==> src/rtl/pcfg_map.svh <==
// Register indices, field positions and reset values of the port block
`ifndef PCFG_MAP_SVH
`define PCFG_MAP_SVH
// Register indices; the byte address is four times the index
`define PCFG_IDX_P0_FLAGS  8'h89
`define PCFG_IDX_P1_FLAGS  8'h8A
`define PCFG_IDX_P2_FLAGS  8'h8B
`define PCFG_IDX_P0_MODE   8'h8F
`define PCFG_IDX_P1_MODE   8'hF6
`define PCFG_IDX_P2_MODE   8'hF7
`define PCFG_IDX_P2_DIR    8'hFF
`define PCFG_IDX_EDGE      8'hE0
`define PCFG_IDX_IRQ_STAT  8'hE1
`define PCFG_IDX_IRQ_MASK  8'hE2
// Field positions
`define PCFG_PRIO_HI       7
`define PCFG_PRIO_LO       6
`define PCFG_DIR_HI        4
`define PCFG_PULL2_BIT     7
`define PCFG_PULL1_BIT     6
`define PCFG_PULL0_BIT     5
`define PCFG_USB_BIT       7
`define PCFG_EV_P0         0
`define PCFG_EV_P1         1
`define PCFG_EV_P2         2
// Writable masks and reset values
`define PCFG_PORT2_DIRECTION_PRIORITY_MASK    8'hDF
`define PCFG_P1MODE_MASK   8'hFC
`define PCFG_USB_P0_MASK   8'h3F
`define PCFG_ALL_ONES      8'hFF
`define PCFG_EDGE_MASK     8'h07
`define PCFG_RST8          8'h00
`define PCFG_RST5          5'h00
`define PCFG_RST3          3'h0
`define PCFG_P1_PULL_CAP   8'hFC
`define PCFG_FULL_CAP8     8'hFF
`define PCFG_FULL_CAP5     5'h1F
`endif

==> src/rtl/pcfg_pkg.sv <==
// Types shared by the port configuration block
`default_nettype none
package pcfg_pkg;
   // Peripheral that owns a port 0 pin after arbitration
   typedef enum logic [1:0] {
      PCFG_OWN_NONE,
      PCFG_OWN_SER0,
      PCFG_OWN_SER1,
      PCFG_OWN_TMR
   } pcfg_owner_t;
endpackage
`default_nettype wire

==> src/rtl/pcfg_port_cfg.sv <==
// Port configuration, pin priority and pin-change flags behind Wishbone
// What this block does
// - Priority field 7:6 of port 2 direction resolves port 0 peripheral conflicts.
// - Port 2 direction bits 4:0: 0 input, 1 output; reset all inputs.
// - Eight port 0 mode bits: 0 pulled, 1 tristate; reset zero.
// - Port 1 mode bits exist for pins 7..2 only; bits 1:0 read zero.
// - Port 2 mode bits 4:0: 0 pulled, 1 tristate; reset zero.
// - Port 2 pulled inputs: bit 7 selects pull-up 0 or pull-down 1.
// - Port 1 pulled inputs: bit 6 selects pull; pins 0 and 1 unpulled.
// - Port 0 pulled inputs: bit 5 selects pull-up 0 or pull-down 1.
// - Without USB, eight port 0 pending flags; reset zero; write 0 clears.
// - With USB, port 0 bit 7 is resume, bit 6 unused, 5:0 pins.
// - Eight port 1 pending flags; reset zero; write 0 clears.
// - Five port 2 pending flags at 4:0; bits 7:5 read zero.
// - Per-port edge select: 0 rising edge, 1 falling edge raises flag.
`timescale 1ns/10ps
`default_nettype none
`include "pcfg_map.svh"
module pcfg_port_cfg #(
   parameter bit USB_VARIANT = 1'b0
) (
   input  wire logic                       clock_in,      // System clock
   input  wire logic                       rst_in,        // Sync reset, high
   input  wire logic [9:0]                 wb_adr_in,     // Byte address
   input  wire logic [31:0]                wb_dat_in,     // Write data
   output logic      [31:0]                wb_dat_out,    // Read data
   input  wire logic [3:0]                 wb_sel_in,     // Byte selects
   input  wire logic                       wb_we_in,      // Write
   input  wire logic                       wb_cyc_in,     // Cycle
   input  wire logic                       wb_stb_in,     // Strobe
   output logic                            wb_ack_out,    // Acknowledge
   input  wire logic [7:0]                 p0_pin_in,     // Port 0 pins
   input  wire logic [7:0]                 p1_pin_in,     // Port 1 pins
   input  wire logic [4:0]                 p2_pin_in,     // Port 2 pins
   input  wire logic [7:0]                 p0_dir_in,     // Port 0 direction
   input  wire logic [7:0]                 p1_dir_in,     // Port 1 direction
   input  wire logic                       usb_resume_in, // Resume pulse
   input  wire logic [7:0]                 ser0_want_in,  // Serial 0 pins
   input  wire logic [7:0]                 ser1_want_in,  // Serial 1 pins
   input  wire logic [7:0]                 tmr_lo_want_in,// Timer ch 0/1
   input  wire logic [7:0]                 tmr_hi_want_in,// Timer ch 2
   output pcfg_pkg::pcfg_owner_t [7:0]     p0_owner_out,  // Pin owner
   output logic      [4:0]                 port2_pin_direction_out, // 1 out
   output logic      [7:0]                 p0_pull_up_out,   // Pull-ups
   output logic      [7:0]                 p0_pull_down_out, // Pull-downs
   output logic      [7:0]                 p1_pull_up_out,   // Pull-ups
   output logic      [7:0]                 p1_pull_down_out, // Pull-downs
   output logic      [4:0]                 p2_pull_up_out,   // Pull-ups
   output logic      [4:0]                 p2_pull_down_out, // Pull-downs
   output logic                            irq_out        // Interrupt
);
   import pcfg_pkg::*;

   logic [7:0] port2_direction_priority_reg;
   logic [7:0] p0mode_reg;
   logic [7:0] p1mode_reg;
   logic [7:0] p2mode_reg;
   logic [7:0] p0flag_reg;
   logic [7:0] p1flag_reg;
   logic [4:0] p2flag_reg;
   logic [2:0] edge_reg;
   logic [2:0] stat_reg;
   logic [2:0] mask_reg;
   logic [7:0] p0flag_next;
   logic [7:0] p1flag_next;
   logic [4:0] p2flag_next;
   logic [2:0] stat_next;
   logic [7:0] rdata;
   pcfg_owner_t [7:0] owner_next;

   // Bus decode: ack one cycle after the request, commit on the ack edge
   wire       req      = wb_cyc_in & wb_stb_in;
   wire       commit   = req & wb_ack_out;
   wire       wr       = commit & wb_we_in & wb_sel_in[0];
   wire       rd       = commit & ~wb_we_in;
   wire [7:0] idx      = wb_adr_in[9:2];
   wire [7:0] wd       = wb_dat_in[7:0];
   wire       wr_port2_direction_priority = wr & (idx == `PCFG_IDX_P2_DIR);
   wire       wr_p0md  = wr & (idx == `PCFG_IDX_P0_MODE);
   wire       wr_p1md  = wr & (idx == `PCFG_IDX_P1_MODE);
   wire       wr_p2md  = wr & (idx == `PCFG_IDX_P2_MODE);
   wire       wr_p0fl  = wr & (idx == `PCFG_IDX_P0_FLAGS);
   wire       wr_p1fl  = wr & (idx == `PCFG_IDX_P1_FLAGS);
   wire       wr_p2fl  = wr & (idx == `PCFG_IDX_P2_FLAGS);
   wire       wr_edge  = wr & (idx == `PCFG_IDX_EDGE);
   wire       wr_mask  = wr & (idx == `PCFG_IDX_IRQ_MASK);
   wire       rd_stat  = rd & (idx == `PCFG_IDX_IRQ_STAT);

   // Pin edge events per port
   logic [7:0] p0_edge;
   logic [7:0] p1_edge;
   logic [4:0] p2_edge;

   pcfg_edge #(.W(8)) u_edge0 (
      .clock_in    (clock_in),
      .rst_in      (rst_in),
      .pin_in      (p0_pin_in),
      .fall_sel_in (edge_reg[`PCFG_EV_P0]),
      .event_out   (p0_edge)
   );
   pcfg_edge #(.W(8)) u_edge1 (
      .clock_in    (clock_in),
      .rst_in      (rst_in),
      .pin_in      (p1_pin_in),
      .fall_sel_in (edge_reg[`PCFG_EV_P1]),
      .event_out   (p1_edge)
   );
   pcfg_edge #(.W(5)) u_edge2 (
      .clock_in    (clock_in),
      .rst_in      (rst_in),
      .pin_in      (p2_pin_in),
      .fall_sel_in (edge_reg[`PCFG_EV_P2]),
      .event_out   (p2_edge)
   );

   // USB variant: bit 7 comes from resume only, pins 7 and 6 never set flags
   wire [7:0] usb_ev  = {usb_resume_in, 7'h00};
   wire [7:0] p0_set  = USB_VARIANT ?
                        ((p0_edge & `PCFG_USB_P0_MASK & ~usb_ev) | usb_ev)
                        : p0_edge;
   wire [7:0] p0_keep = wr_p0fl ? wd : `PCFG_ALL_ONES;
   wire [7:0] p1_keep = wr_p1fl ? wd : `PCFG_ALL_ONES;
   wire [4:0] p2_keep = wr_p2fl ? wd[`PCFG_DIR_HI:0] : `PCFG_FULL_CAP5;

   // Writing 0 clears, writing 1 keeps, a new edge wins over the clear
   assign p0flag_next = (p0flag_reg & p0_keep) | p0_set;
   assign p1flag_next = (p1flag_reg & p1_keep) | p1_edge;
   assign p2flag_next = (p2flag_reg & p2_keep) | p2_edge;

   // Sticky interrupt causes; a read clears, a same-cycle event survives
   wire [2:0] ev_vec = {|p2_edge, |p1_edge, |p0_set};
   assign stat_next = (rd_stat ? `PCFG_RST3 : stat_reg) | ev_vec;

   // Pending flag and status registers
   always_ff @(posedge clock_in)
   begin
      if (rst_in)
      begin
         p0flag_reg <= `PCFG_RST8;
         p1flag_reg <= `PCFG_RST8;
         p2flag_reg <= `PCFG_RST5;
         stat_reg   <= `PCFG_RST3;
      end
      else
      begin
         p0flag_reg <= p0flag_next;
         p1flag_reg <= p1flag_next;
         p2flag_reg <= p2flag_next;
         stat_reg   <= stat_next;
      end
   end

   // Configuration registers; unused bits are masked on the way in
   always_ff @(posedge clock_in)
   begin
      if (rst_in)
      begin
         port2_direction_priority_reg  <= `PCFG_RST8;
         p0mode_reg <= `PCFG_RST8;
         p1mode_reg <= `PCFG_RST8;
         p2mode_reg <= `PCFG_RST8;
         edge_reg   <= `PCFG_RST3;
         mask_reg   <= `PCFG_RST3;
      end
      else
      begin
         if (wr_port2_direction_priority)
            port2_direction_priority_reg <= wd & `PCFG_PORT2_DIRECTION_PRIORITY_MASK;
         if (wr_p0md)
            p0mode_reg <= wd;
         if (wr_p1md)
            p1mode_reg <= wd & `PCFG_P1MODE_MASK;
         if (wr_p2md)
            p2mode_reg <= wd;
         if (wr_edge)
            edge_reg <= wd[`PCFG_EV_P2:0];
         if (wr_mask)
            mask_reg <= wd[`PCFG_EV_P2:0];
      end
   end

   // Read multiplexer; unmapped indices read zero
   always_comb
   begin
      unique case (idx)
         `PCFG_IDX_P2_DIR:   rdata = port2_direction_priority_reg;
         `PCFG_IDX_P0_MODE:  rdata = p0mode_reg;
         `PCFG_IDX_P1_MODE:  rdata = p1mode_reg;
         `PCFG_IDX_P2_MODE:  rdata = p2mode_reg;
         `PCFG_IDX_P0_FLAGS: rdata = p0flag_reg;
         `PCFG_IDX_P1_FLAGS: rdata = p1flag_reg;
         `PCFG_IDX_P2_FLAGS: rdata = {3'h0, p2flag_reg};
         `PCFG_IDX_EDGE:     rdata = {5'h00, edge_reg};
         `PCFG_IDX_IRQ_STAT: rdata = {5'h00, stat_reg};
         `PCFG_IDX_IRQ_MASK: rdata = {5'h00, mask_reg};
         default:            rdata = `PCFG_RST8;
      endcase
   end

   // Bus answer: data captured with ack, ack dropped after one cycle
   always_ff @(posedge clock_in)
   begin
      if (rst_in)
      begin
         wb_ack_out <= 1'b0;
         wb_dat_out <= 32'h0000_0000;
      end
      else
      begin
         wb_ack_out <= req & ~wb_ack_out;
         wb_dat_out <= {24'h00_0000, rdata};
      end
   end

   // Port 0 pin arbitration, fixed fallback order for unlisted pairs
   wire [1:0] prio = port2_direction_priority_reg[`PCFG_PRIO_HI:`PCFG_PRIO_LO];
   always_comb
   begin
      for (int i = 0; i < 8; i++)
      begin
         owner_next[i] = PCFG_OWN_NONE;
         if (tmr_lo_want_in[i] | tmr_hi_want_in[i])
            owner_next[i] = PCFG_OWN_TMR;
         if (ser1_want_in[i] && !(prio == 2'b10 && tmr_lo_want_in[i]))
            owner_next[i] = PCFG_OWN_SER1;
         if (ser0_want_in[i] && !(prio == 2'b01 && ser1_want_in[i])
             && !(prio == 2'b11 && tmr_hi_want_in[i]))
            owner_next[i] = PCFG_OWN_SER0;
      end
   end

   // Registered owner, direction and interrupt outputs
   always_ff @(posedge clock_in)
   begin
      if (rst_in)
      begin
         p0_owner_out            <= {8{PCFG_OWN_NONE}};
         port2_pin_direction_out <= `PCFG_RST5;
         irq_out                 <= 1'b0;
      end
      else
      begin
         p0_owner_out            <= owner_next;
         port2_pin_direction_out <= port2_direction_priority_reg[`PCFG_DIR_HI:0];
         irq_out                 <= |(stat_next & mask_reg);
      end
   end

   // Pad pull controls per port
   pcfg_pull #(.W(8), .CAP(`PCFG_FULL_CAP8)) u_pull0 (
      .clock_in (clock_in),
      .rst_in   (rst_in),
      .dir_in   (p0_dir_in),
      .tri_in   (p0mode_reg),
      .down_in  (p2mode_reg[`PCFG_PULL0_BIT]),
      .up_out   (p0_pull_up_out),
      .down_out (p0_pull_down_out)
   );
   pcfg_pull #(.W(8), .CAP(`PCFG_P1_PULL_CAP)) u_pull1 (
      .clock_in (clock_in),
      .rst_in   (rst_in),
      .dir_in   (p1_dir_in),
      .tri_in   (p1mode_reg),
      .down_in  (p2mode_reg[`PCFG_PULL1_BIT]),
      .up_out   (p1_pull_up_out),
      .down_out (p1_pull_down_out)
   );
   pcfg_pull #(.W(5), .CAP(`PCFG_FULL_CAP5)) u_pull2 (
      .clock_in (clock_in),
      .rst_in   (rst_in),
      .dir_in   (port2_direction_priority_reg[`PCFG_DIR_HI:0]),
      .tri_in   (p2mode_reg[`PCFG_DIR_HI:0]),
      .down_in  (p2mode_reg[`PCFG_PULL2_BIT]),
      .up_out   (p2_pull_up_out),
      .down_out (p2_pull_down_out)
   );
endmodule
`default_nettype wire

==> src/rtl/pcfg_edge.sv <==
// Per-pin edge detector raising one-cycle events on the chosen edge
`timescale 1ns/10ps
`default_nettype none
`include "pcfg_map.svh"
module pcfg_edge #(
   parameter int W = 8
) (
   input  wire logic         clock_in,    // System clock
   input  wire logic         rst_in,      // Sync reset, high
   input  wire logic [W-1:0] pin_in,      // Pin levels
   input  wire logic         fall_sel_in, // 1 falling, 0 rising
   output logic      [W-1:0] event_out    // Edge seen, one cycle
);
   logic [W-1:0] prev_reg;
   logic         primed_reg;
   logic [W-1:0] event_next;

   // Edge choice; nothing fires before a first sample is held
   assign event_next = !primed_reg ? '0 :
                       fall_sel_in ? (prev_reg & ~pin_in)
                                   : (pin_in & ~prev_reg);

   // Sample history and event register
   always_ff @(posedge clock_in)
   begin
      if (rst_in)
      begin
         prev_reg   <= '0;
         primed_reg <= 1'b0;
         event_out  <= '0;
      end
      else
      begin
         prev_reg   <= pin_in;
         primed_reg <= 1'b1;
         event_out  <= event_next;
      end
   end
endmodule
`default_nettype wire

==> src/rtl/pcfg_pull.sv <==
// Pull-up and pull-down enables for one port
`timescale 1ns/10ps
`default_nettype none
module pcfg_pull #(
   parameter int         W   = 8,
   parameter logic [W-1:0] CAP = '1
) (
   input  wire logic         clock_in, // System clock
   input  wire logic         rst_in,   // Sync reset, high
   input  wire logic [W-1:0] dir_in,   // 1 output
   input  wire logic [W-1:0] tri_in,   // 1 tristate input
   input  wire logic         down_in,  // 1 pull-down, 0 pull-up
   output logic      [W-1:0] up_out,   // Pull-up enable
   output logic      [W-1:0] down_out  // Pull-down enable
);
   logic [W-1:0] pulled;

   // Pull only on capable pins that are inputs in pulled mode
   assign pulled = ~dir_in & ~tri_in & CAP;

   // Registered pad controls
   always_ff @(posedge clock_in)
   begin
      if (rst_in)
      begin
         up_out   <= '0;
         down_out <= '0;
      end
      else
      begin
         up_out   <= down_in ? '0 : pulled;
         down_out <= down_in ? pulled : '0;
      end
   end
endmodule
`default_nettype wire

==> config.mk <==
export PLATFORM = sky130hd
export DESIGN_NAME = pcfg_port_cfg
export DESIGN_NICKNAME = d
export VERILOG_FILES = /design/src/rtl/pcfg_pkg.sv /design/src/rtl/pcfg_port_cfg.sv /design/src/rtl/pcfg_edge.sv /design/src/rtl/pcfg_pull.sv
export VERILOG_INCLUDE_DIRS = /design/src /design/src/rtl
export SDC_FILE = /design/constraint.sdc
export NUM_CORES = 1
export LEC_CHECK = 0
export CAP_MARGIN = 40
export CORE_ASPECT_RATIO = 0.7
export CORE_MARGIN = 2
export CORE_UTILIZATION = 35
export DETAILED_ROUTE_END_ITERATION = 8
export DONT_BUFFER_PORTS = 1
export PLACE_DENSITY = 0.49
export SLEW_MARGIN = 15
export SYNTH_ARGS = -nofsm -noshare
export SYNTH_HDL_FRONTEND = slang
export SYNTH_HIERARCHICAL = 1
export SYNTH_SLANG_ARGS = --single-unit
==> constraint.sdc <==
create_clock -name clock_in -period 1.8 [get_ports clock_in]
set_clock_uncertainty 0.2 [all_clocks]
set_input_delay 0.09 -clock clock_in [delete_from_list [all_inputs] [get_ports clock_in]]
set_output_delay 0.09 -clock clock_in [all_outputs]
set_load 0.02 [all_outputs]
## Yosys cells after proc, flatten, opt, wreduce, memory -nomap -nowiden

Cells that the tools add are included.

| cells by class | value |
|---|---|
| eq/ne operators | 13 |
| mux-type cells | 33 |
| bitwise logic cells | 59 |
| reduce and logical (&&, ||, !) cells | 91 |

Operators by type and width:

| kind | count |
|---|---|
| 8-bit equality test (second input constant) | 10 |
| 8-bit case mux with 10 select lines | 1 |
| 8-bit bitwise AND | 8 |
| 8-bit NOT | 8 |
| 1-bit logical AND | 48 |
| 2-bit two-way mux | 16 |
| 8-bit two-way mux | 4 |
| 2-bit OR reduction | 15 |
| 1-bit zero test | 24 |
| 5-bit bitwise AND | 4 |
| 5-bit NOT | 4 |
| 1-bit bitwise AND | 16 |
| 8-bit bitwise OR | 2 |
| 8-bit OR reduction | 2 |
| 5-bit two-way mux | 2 |
| 1-bit two-way mux | 9 |
| 1-bit bitwise OR | 8 |
| 1-bit NOT | 6 |
| 5-bit bitwise OR | 1 |
| 5-bit OR reduction | 1 |
| 2-bit equality test (second input constant) | 2 |
| 3-bit bitwise AND | 1 |
| 3-bit two-way mux | 1 |
| 3-bit bitwise OR | 1 |
| 2 further kinds | 2 |

| word-level totals | value |
|---|---|
| input bits | 121 |
| bits in registers | 199 |
| logic and storage cells | 242 |

## Logic depth before layout (Yosys ltp)

| depth | value |
|---|---|
| depth after elaboration | 8 |
| mapped depth | 6 |
| depth with buffers taken out | 4 |

## By module

The synthesis kept the hierarchy.

Modules (own cells, without submodules):

| module | area each (µm²) | cells each | instances |
|---|---|---|---|
| pcfg_port_cfg | 4352.9 | 525 | 1 |
| pcfg_edge at u_edge0 ... | 593.1 | 53 | 2 |
| pcfg_pull at u_pull0 | 558.0 | 35 | 1 |
| pcfg_pull at u_pull1 | 461.7 | 31 | 1 |
| pcfg_edge at u_edge2 | 379.1 | 34 | 1 |
| pcfg_pull at u_pull2 | 369.1 | 22 | 1 |

## Worst setup path after synthesis

OpenSTA, ideal clock, no wires.

| timing path | value |
|---|---|
| kind | register to register |
| start | register wb_ack_out |
| end | register p0mode_reg[0] |
| slack | -68 ps |
| arrival time | 1540 ps |
| setup time | 128 ps |
| stages on the path, launching flop included | 5 |
| required time | 1472 ps |
| period minus slack after synthesis | 1868 ps |
| buffers on the path | 0 |
| cells stage by stage | dfxtp_1 -> nand3_1 -> nor4_4 -> mux2i_1 -> nor2_1 |

| on the way | value |
|---|---|
| longest elaborated chain between the ends | 4 |

RTL lines:

| element | RTL line | RTL |
|---|---|---|
| from (decl) | pcfg_port_cfg.sv:31 | `output logic wb_ack_out,` |
| from (signal assigned) | pcfg_port_cfg.sv:210 | `wb_ack_out <= req & ~wb_ack_out;` |
| 1-bit bitwise AND | pcfg_port_cfg.sv:73 | `wire commit = req & wb_ack_out;` |
| 1-bit bitwise AND (2 in a row) | pcfg_port_cfg.sv:74 | `wire wr = commit & wb_we_in & wb_sel_in[0];` |
| 1-bit bitwise AND | pcfg_port_cfg.sv:79 | `` wire wr_p0md = wr & (idx == `PCFG_IDX_P0_MODE); `` |
| to (signal assigned) | pcfg_port_cfg.sv:159 | `` p0mode_reg <= `PCFG_RST8; `` |
| to (signal assigned) | pcfg_port_cfg.sv:170 | `p0mode_reg <= wd;` |
| to (decl) | pcfg_port_cfg.sv:55 | `logic [7:0] p0mode_reg;` |

Every way passes these cells.
A chain may end at the register's enable or synchronous reset.

## Worst setup path after layout

| timing path | value |
|---|---|
| start | register p2mode_reg[5] |
| end | register u_pull0.down_out[1] |

| on the way | value |
|---|---|
| longest elaborated chain between the ends | 2 |

RTL lines:

| element | RTL line | RTL |
|---|---|---|
| from (decl) | pcfg_port_cfg.sv:57 | `logic [7:0] p2mode_reg;` |
| from (signal assigned) | pcfg_port_cfg.sv:161 | `` p2mode_reg <= `PCFG_RST8; `` |
| from (signal assigned) | pcfg_port_cfg.sv:174 | `p2mode_reg <= wd;` |
| 1-bit NOT (no line) | n/a |  |
| 2-bit OR reduction (no line) | n/a |  |
| to (signal assigned) | pcfg_pull.sv:32 | `down_out <= down_in ? pulled : '0;` |
| to (decl) | pcfg_pull.sv:14 | `output logic [W-1:0] down_out` |

Every way passes these cells.

==> results_dict.tcl <==
set metrics [dict create \
    status "complete, but fails checks" \
    violations "negative hold slack" \
    final.setup.worst_slack_ns 0.0486 \
    antenna_found_initial 0 \
    grt_usage 0.201 \
    leakage_nw 3.40 \
    fmax_mhz 571 \
    start_util 0.355 \
    power_mw 8.35 \
    htree_levels 4 \
    synth_top_area_share 0.474 \
    finalCritPeriodShare 0.973 \
    syn_to_final_growth_pct 28.2 \
    largest-register "p0_owner_out" \
    slew_headroom 0.554 \
    endpoint_kind "register" \
    vdd_drop_max_mv 0.583 \
    core_area_um2 20600 \
    whs_ns -0.373 \
    die_x_um 177 \
    crit_type "register to register" \
    chipHeight_um 125 \
    ys.flop_type "dfxtp_1" \
    wl_per_cell_um 19.2 \
    syn-mean-instance-area_um2 9.70 \
    overflow 0 \
    synth-edff-count 0 \
    antenna_cells 0 \
    mappedNetlistArea_um2 7310 \
    drt_iter0_drc 494 \
    io_pins 218 \
    setup_tns_ns 0 \
    syn_inst 753 \
    cts_setup_buffers 0 \
    path_clk_slew_ns 0.07 \
    yosysTopAreaCell "dfxtp_1" \
    yosys_warnings 6 \
    largest_reg_flops 16 \
    wl_um 22400 \
    clkLatencyLatePin_ns 0.43 \
    required_ns 1.98 \
    gp_congestion 0.876 \
    finalSetupViolations 0 \
    period_minus_slack_ns 1.75 \
    cts_buffer_depth 2 \
    rows 44 \
    cellPowerDensity_nw_per_um2 891 \
    fin_area_um2 9370 \
    synth.most_common_cell "dfxtp_1" \
    cts_tree "built" \
    synthTopCellsByArea "dfxtp_1 47%, a21oi_1 5.3%, nor4_2 3.4%" \
    cp-start-kind "register" \
    grt_max_degree 150 \
    clock-sinks 173 \
    num-nets-final 1000 \
    place_area_um2 7520 \
    place_ws_ns 0.0676 \
    first_global_vias 6073 \
    drtPass1Iterations 7 \
    async_flop_share 0 \
    final_hold_viol_count 84 \
    hold_class "primary input to register" \
    ys_seq_area_frac 0.474 \
    rsz0062_at_grt "true" \
    slew_violations 0 \
    vias 6315 \
    dieArea_um2 22100 \
    cp_data_arrival_time_ns 1.93 \
    drive_gt1_frac 0.150 \
    tightest_slew_ns 0.668 \
    root_buffer "clkbuf_16" \
    numCtsBuffers 17 \
    path_max_fanout 17 \
    drc 0 \
    port-buffer-count 0 \
    dp_hpwl_um 15200 \
    ys_ff_latch 173 \
    synth.distinct_cells 53 \
    drv_cap 0 \
    synth_common_cells "173 x dfxtp_1, 77 x a21oi_1, 66 x nor2_1" \
    grt_pass1_wl_um 33900 \
    viasPerCell 5.41 \
    final_antenna_net_count 0 \
]
-- kinds of logic (layout without fill, tap and decap cells) --
group           Yosys count  in the layout  synth area share
mux                      29             29            0.0423
simple gates            286            286             0.261
flops                   173            173             0.474
buf+inv                  77            190            0.0664
compound gates          186            186             0.156
other cells               2             28           0.00103
-- report_power, final --
part           internal (mW)  total (mW)  switching (mW)
clock                   2.09        3.67            1.58
sequential              3.95        4.08           0.129
combinational          0.314       0.594           0.280
-- placed cells by master, fill, tap and decap left out, drive strengths merged, types with 2 or more instances in the layout --
master | Yosys | layout
and2 | 2 | 2
a21oi | 79 | 79
nand4 | 2 | 2
o21bai | 8 | 8
nand2b | 5 | 5
a22oi | 7 | 7
nor3 | 16 | 16
dfxtp | 173 | 173
o2bb2ai | 6 | 6
or3b | 21 | 21
o21ai | 37 | 37
nor4 | 26 | 26
a31oi | 3 | 3
nor2 | 66 | 66
and3 | 7 | 7
conb | 2 | 28
dlygate4sd3 | 0 | 125
nor3b | 2 | 2
bufinv | 0 | 2
buf | 45 | 26
mux2 | 15 | 15
nor4b | 20 | 20
nand3b | 22 | 22
a2bb2oi | 3 | 3
nand2 | 20 | 20
inv | 7 | 10
mux2i | 14 | 14
clkinv | 0 | 7
a211oi | 29 | 29
a22o | 6 | 6
clkbuf | 25 | 19
nand3 | 43 | 43
a32oi | 3 | 3
nor2b | 29 | 29
-- metal layers --
layer | wire, um | up-vias | global-route usage
li1 | - | 2934 | -
met1 | 10400 | 3097 | 0.271
met2 | 10100 | 258 | 0.307
met3 | 1650 | 26 | 0.0656
met4 | 301 | 0 | 0.0520
met5 | 0 | - | 0
-- area by class of cell --
| cell class | instances | area (um2) |
|---|---|---|
| Timing Repair Buffer | 151 | 1480 |
| Inverter | 7 | 26.3 |
| Fill cell | 1945 | 11200 |
| Clock buffer | 19 | 443 |
| Clock inverter | 13 | 140 |
| Multi-Input combinational cell | 529 | 3470 |
| Tap cell | 276 | 345 |
| Sequential cell | 173 | 3460 |
-- metrics by stage --
| step | util | std cells |
|---|---|---|
| after floorplan | - | 779 |
| after global placement | 0.365 | 1011 |
| after detailed placement | 0.365 | 1011 |
| after CTS | 0.449 | 1157 |
| after global routing | 0.455 | 1168 |
| final | 0.455 | 1168 |
-- worst paths after layout --
check                            startpoint                         endpoint  slack (ns)  cells past startpoint
min reg2reg  u_edge0/prev_reg[4]$_SDFF_PP0_  u_edge0/event_out[4]$_SDFF_PP0_        0.27                      2
min                                  rst_in         p0flag_reg[7]$_SDFF_PP0_       -0.37                      1
max reg2reg      p2mode_reg[5]$_SDFFE_PP0P_   u_pull0/down_out[1]$_SDFF_PP0_        0.05                      3
max              p2mode_reg[5]$_SDFFE_PP0P_   u_pull0/down_out[1]$_SDFF_PP0_        0.05                      3
-- repair_timing --
item / CTS / global route
hold endpoints to repair: 173 / 85
gates resized for setup: 0 / 4
hold buffers: 114 / 11
setup endpoints to repair: 0 / 7
-- critical path, stage by stage (launching register included) --
cell	delay [ns]
dfxtp_1	0.41
buf_6	0.22
nor4b_1	0.28
dlygate4sd3_1	0.59
Power figures use the tool's default switching activity.
